**src/hw/swrt_defs.vh**
```
// Purpose: Constants for the system watchdog reset timer.
// Assumes: 10 MHz clock, registers reached over a plain strobe port.
// Notes:   Offsets are byte addresses of 32-bit words.
`ifndef SWRT_DEFS_VH
`define SWRT_DEFS_VH
// --------------------------------------------------------------------------
// Register offsets
// --------------------------------------------------------------------------
`define SWRT_OFF_CTRL1   8'h00
`define SWRT_OFF_CTRL2   8'h04
`define SWRT_OFF_STAT    8'h08
`define SWRT_OFF_CLR     8'h0C
`define SWRT_OFF_IEN     8'h10
`define SWRT_OFF_LDEV    8'h14
// --------------------------------------------------------------------------
// Field positions and values
// --------------------------------------------------------------------------
`define SWRT_BIT_EN      0
`define SWRT_BIT_MIN     1
`define SWRT_BIT_STROBE  2
`define SWRT_BIT_ACTIVE  3
`define SWRT_LDEV_NUM    8'h08
`define SWRT_PERIOD_RST  8'hFF
// --------------------------------------------------------------------------
// Timing
// --------------------------------------------------------------------------
`define SWRT_CLK_HZ      10000000
`define SWRT_SEC_CYCLES  (`SWRT_CLK_HZ * 1)
`define SWRT_MIN_SECS    60
`define SWRT_RST_CYCLES  16
`endif

```
**src/hw/swrt_top.v**
```verilog
// Purpose: Watchdog that hard-resets the system when software stops strobing.
// Assumes: One clock MCLK at 10 MHz; synchronous active-low reset RSTN.
// Notes:   Registers sit behind a plain one-cycle strobe port.
//
// How it works
// - Only register writes enable it; a disabled watchdog never starts a reset pulse.
// - Software arms and strobes it; each strobe restarts the interval.
// - The period is 1 to 255 units of either seconds or minutes.
// - An unstrobed interval that runs out while enabled asserts reset.
// - Control and status sit in six registers of logical device 8.
// - A missed strobe resets the system with no software action.
`timescale 1ns/1ps
`default_nettype none
`include "swrt_defs.vh"
module swrt_top #(
  parameter SEC_CYCLES = `SWRT_SEC_CYCLES,
  parameter MIN_SECS   = `SWRT_MIN_SECS,
  parameter RST_CYCLES = `SWRT_RST_CYCLES
) (
  input  wire        MCLK,
  input  wire        RSTN,
  input  wire [7:0]  ADDR,
  input  wire [31:0] WDATA,
  input  wire        WR,
  input  wire        RD,
  output reg  [31:0] RDATA,
  output wire        SYS_RESET,
  output wire        IRQ
);
  // ------------------------------------------------------------------------
  // Control registers
  // ------------------------------------------------------------------------
  reg        en_q;
  reg        unit_min_q;
  reg [7:0]  period_q;
  reg [7:0]  count_q;
  reg [23:0] pre_q;
  reg [5:0]  secs_q;
  reg [1:0]  stat_q;
  reg [1:0]  ien_q;
  reg [4:0]  rst_cnt_q;
  reg        fired_q;
  wire wr_c1  = WR && (ADDR == `SWRT_OFF_CTRL1);
  wire wr_c2  = WR && (ADDR == `SWRT_OFF_CTRL2);
  wire wr_clr = WR && (ADDR == `SWRT_OFF_CLR);
  wire wr_ien = WR && (ADDR == `SWRT_OFF_IEN);
  // A period of zero is held at one so the range stays 1 to 255.
  wire [7:0] wr_period = (WDATA[7:0] == 8'h00) ? 8'h01 : WDATA[7:0];
  wire strobe = wr_c1 && WDATA[`SWRT_BIT_STROBE];
  wire reload = strobe || wr_c2;
  // ------------------------------------------------------------------------
  // Time base
  // ------------------------------------------------------------------------
  wire sec_tick = (pre_q == SEC_CYCLES - 1);
  wire min_tick = sec_tick && (secs_q == MIN_SECS - 1);
  wire unit_tick = unit_min_q ? min_tick : sec_tick;
  wire expire = en_q && !reload && unit_tick && (count_q == 8'h01);
  always @(posedge MCLK) begin
    if (!RSTN) begin
      pre_q  <= 24'h000000;
      secs_q <= 6'h00;
    end else if (reload || !en_q) begin
      // Restarting the prescaler keeps each interval a whole unit long.
      pre_q  <= 24'h000000;
      secs_q <= 6'h00;
    end else if (sec_tick) begin
      pre_q  <= 24'h000000;
      secs_q <= min_tick ? 6'h00 : secs_q + 6'h01;
    end else begin
      pre_q  <= pre_q + 24'h000001;
    end
  end
  always @(posedge MCLK) begin
    if (!RSTN) begin
      en_q       <= 1'b0;
      unit_min_q <= 1'b0;
      period_q   <= `SWRT_PERIOD_RST;
      count_q    <= `SWRT_PERIOD_RST;
    end else begin
      if (wr_c1) begin
        en_q       <= WDATA[`SWRT_BIT_EN];
        unit_min_q <= WDATA[`SWRT_BIT_MIN];
      end
      if (wr_c2) begin
        period_q <= wr_period;
        count_q  <= wr_period;
      end else if (strobe) begin
        count_q <= period_q;
      end else if (en_q && unit_tick) begin
        count_q <= (count_q == 8'h01) ? period_q : count_q - 8'h01;
      end
    end
  end
  // ------------------------------------------------------------------------
  // Hard reset pulse
  // ------------------------------------------------------------------------
  // The pulse runs to its end even if software disables mid-pulse.
  always @(posedge MCLK) begin
    if (!RSTN) begin
      rst_cnt_q <= 5'h00;
    end else if (expire) begin
      rst_cnt_q <= RST_CYCLES[4:0];
    end else if (rst_cnt_q != 5'h00) begin
      rst_cnt_q <= rst_cnt_q - 5'h01;
    end
  end
  assign SYS_RESET = (rst_cnt_q != 5'h00);
  // ------------------------------------------------------------------------
  // Interrupt status: bit0 timeout, bit1 strobe seen
  // ------------------------------------------------------------------------
  wire [1:0] ev = {strobe, expire};
  always @(posedge MCLK) begin
    if (!RSTN) begin
      stat_q  <= 2'h0;
      ien_q   <= 2'h0;
      fired_q <= 1'b0;
    end else begin
      stat_q <= (stat_q & ~(wr_clr ? WDATA[1:0] : 2'h0)) | ev;
      if (wr_ien) begin
        ien_q <= WDATA[1:0];
      end
      if (expire) begin
        fired_q <= 1'b1;
      end else if (strobe) begin
        fired_q <= 1'b0;
      end
    end
  end
  assign IRQ = |(stat_q & ien_q);
  // ------------------------------------------------------------------------
  // Read port
  // ------------------------------------------------------------------------
  always @(posedge MCLK) begin
    if (!RSTN) begin
      RDATA <= 32'h00000000;
    end else if (RD) begin
      case (ADDR)
        `SWRT_OFF_CTRL1: RDATA <= {28'h0000000, fired_q, 1'b0,
                                   unit_min_q, en_q};
        `SWRT_OFF_CTRL2: RDATA <= {16'h0000, count_q, period_q};
        `SWRT_OFF_STAT:  RDATA <= {30'h00000000, stat_q};
        `SWRT_OFF_IEN:   RDATA <= {30'h00000000, ien_q};
        `SWRT_OFF_LDEV:  RDATA <= {24'h000000, `SWRT_LDEV_NUM};
        default:         RDATA <= 32'h00000000;
      endcase
    end else begin
      RDATA <= 32'h00000000;
    end
  end
endmodule
`default_nettype wire

```
**config.mk**
```make
export PLATFORM = sky130hd
export DESIGN_NAME = swrt_top
export DESIGN_NICKNAME = d
export VERILOG_FILES = /design/src/hw/swrt_top.v
export VERILOG_INCLUDE_DIRS = /design/src /design/src/hw
export SDC_FILE = /design/constraint.sdc
export NUM_CORES = 1
export LEC_CHECK = 0
export BUFFER_PORTS_ARGS = -buffer_cell sky130_fd_sc_hd__buf_2
export CORE_MARGIN = 5
export CORE_UTILIZATION = 25
export CTS_BUF_LIST = sky130_fd_sc_hd__clkbuf_4 sky130_fd_sc_hd__clkbuf_8
export DETAILED_ROUTE_END_ITERATION = 16
export PLACE_DENSITY = 0.48
export SLEW_MARGIN = 0
export SYNTH_ARGS = -nofsm -noshare
export SYNTH_HDL_FRONTEND = slang
export SYNTH_SLANG_ARGS = --single-unit
```
**constraint.sdc**
```tcl
create_clock -name MCLK -period 3 [get_ports MCLK]
set_input_delay 0.45 -clock MCLK [delete_from_list [all_inputs] [get_ports MCLK]]
set_output_delay 0.45 -clock MCLK [all_outputs]
set_load 0.02 [all_outputs]
```
==> impl_metrics.ini <==
[sta]
tightest_slew_ns = 0.583
hold_ws_ns = 0.337
finalSetupViolCount = 0
setup_ws_ns = 0.595
slew_headroom_pct = 61.0
final.setup.tns_ns = 0
rsz0062_at_grt = false
drv_slew = 0
period_minus_slack_ns = 2.41
finClkSkew_ns = 0.00951
fmax_mhz = 416
post-route-period-util_pct = 80.2
hold_violations = 0

[layout]
synthToLayoutAreaGrowth_pct = 14.4
drive_gt1_share_pct = 14.8
diodes = 0
nNetsFinal = 489
final_area_mm2 = 0.00405
fin_cells = 625

[placement]
place_worst_setup_slack_ns = 0.640
gp_congestion = 0.824
hpwl_um = 5890
dpl_cell_area_mm2 = 0.00385
numPortBuffers = 37
dp_cells = 609

[worst_setup_path]
reg2reg_slack_ns = 0.59
reg2reg_from = count_q[4]
endpoint_kind = register
rr_worst_depth = 4
r2r_end = rst_cnt_q[1]
crit_arrival_ns = 2.64
crit_type = reg2reg
crit_required_ns = 3.23
path_max_fanout = 10
setup.worst_path.start_class = register

[cts]
clkTransAtPathRegs_ns = 0.09
cts.sinks = 74
cts_root_buf = clkbuf_8
ctsHoldBuffers = 0
post_cts_resized = 0
post_cts_buffers = 0
htreeDepth = 3
cts_tree = done
insertion_delay_ns = 0.36
cts.path.max_buffers = 2
cts_made_buffers = 9

[synthesis]
synth_top_area_share_pct = 41.9
ys_seq_elements = 74
synth_area_mm2 = 0.00354
synth_area_per_cell_um2 = 8.76
ys_types = 55
synth-async-reset-ratio_pct = 0
synthCells = 404
netlist_top_cells_area = dfxtp_1 (42%), xnor2_1 (6.4%), nor2_1 (5.4%)
synth_top_cell_by_area = dfxtp_1
synth_edf_count = 0
synth_ff_type = dfxtp_1
ys_seq_area_share_pct = 41.9
ys_warn_count = 0

[power]
power.density_mw_per_mm2 = 496
ir_drop_v = 0.000216
p_leak_nw = 1.51

[floorplan]
core-area_mm2 = 0.0139
die_w_um = 129
io_pins = 78
initial_core_util_pct = 25.5
die_h_um = 129
dieArea_mm2 = 0.0166
rows = 43

[route]
viasPerCell = 4.63
ant_nets = 0
drt_iter0_drc = 175
dr.pass1.iters = 6
drc_errors = 0
vias = 2894
wl_per_cell_um = 12.6
routed_wl_um = 7880

[worst_hold_path]
hold_path_class = in2reg
min_to = period_q[4]
holdCritStartpoint = WDATA[4]
min_path_cells = 3

[global_routing]
grt_max_degree = 25
antenna_found_initial = 0
grt_pass1_wl_um = 13400
grt_pass1_vias = 2894
grt_overflow = 0
grt_use_total_pct = 10.0

[outcome]
outcome = finished clean

[flow_run]
max_cap_viol_count = 0
## how the worst max path moves through the flow
| stage | slack (ns) | startpoint | end |
|---|---|---|---|
| after global routing | 0.40 | pre_q[0] | rst_cnt_q[1] |
| after detailed placement | 0.64 | count_q[3] | rst_cnt_q[1] |
| final | 0.59 | count_q[4] | rst_cnt_q[1] |
| after floorplan | 0.78 | ADDR[4] | pre_q[11] |
| after global placement | 0.65 | count_q[3] | count_q[6] |
| after CTS | 0.61 | count_q[4] | rst_cnt_q[1] |
## where the power goes
group	total (mW)	internal (mW)	switching [mW]
Sequential	1.02	1.00	0.0134
Combinational	0.197	0.0765	0.121
Clock	0.796	0.391	0.406
Total	2.01	1.47	0.540
## through the flow
step	total power, mW	utilization (%)
floorplan	1.20	-
global placement	1.23	27.7
detailed placement	1.24	27.7
CTS	2.05	29.2
global route	2.11	29.2
finish	2.01	29.2
## cell usage after synthesis (5+ instances only)
cell,count
dfxtp_1,74
nor2_1,51
nand2_1,29
xnor2_1,26
nand3_1,25
buf_4,19
nor3_1,16
and2_1,14
inv_1,12
clkbuf_1,9
and4_1,8
nor4_1,8
nor4b_1,8
xor2_1,8
a21boi_0,7
a21oi_1,7
o21ai_0,7
mux2i_1,6
and3_1,5
ha_1,5
nor2b_1,5
## layout make-up
type                    count  area [um2]
flip-flops and latches     74        1480
clock buffers               9         124
repair buffers             42         223
clock inverters             7        77.6
inverters                  12        45.0
well taps                 180         225
fillers                  1489        9830
multi-input cells         301        1870
## flip-flops by register name (all words and copies together), names as in the netlist, 2 cells and up
register and cells:
ien_q 2, stat_q 2, secs_q 6, RDATA 16, pre_q 24, period_q 8
rst_cnt_q 5, count_q 8
## logic make-up (layout without fill, tap and decap cells)
family | after synthesis | count (layout) | share of synthesized area, %
AOI/OAI and AO/OA | 52 | 52 | 11.0
xor gates and xnor gates | 34 | 34 | 8.42
adders and majority gates | 5 | 5 | 1.77
buffers and inverters | 44 | 70 | 6.79
DFF | 74 | 74 | 41.9
muxes | 6 | 6 | 1.70
other | 1 | 16 | 0.106
and+or+nand+nor | 188 | 188 | 28.3
## cells in the final DEF (no fill, tap or decap), drive strengths merged, types with 5 or more instances in the layout
cell    count
nand3      25
nand2      29
o21ai       7
buf        42
and4        8
clkbuf      9
and2       14
mux2i       6
dfxtp      74
nor4b       9
xor2        8
inv        14
nor4        8
nor3       16
ha          5
a21oi       7
a21boi      7
and3        5
nor2       51
nor2b       5
conb       16
xnor2      26
## metal layers
metal | track usage [%] | wire, um | vias to the layer above
met5 | 0 | 0 | -
met4 | 5.62 | 234 | 0
met3 | 2.74 | 464 | 19
met2 | 16.1 | 3650 | 80
met1 | 12.0 | 3530 | 1332
li1 | - | - | 1463
## worst max-delay path, cell delays in order, from the launching register on
cell	delay [ns]
dfxtp_1	0.39
or4_4	0.56
or4b_1	0.73
o31ai_2	0.49
a211oi_1	0.10
Power figures use the tool's default switching activity.
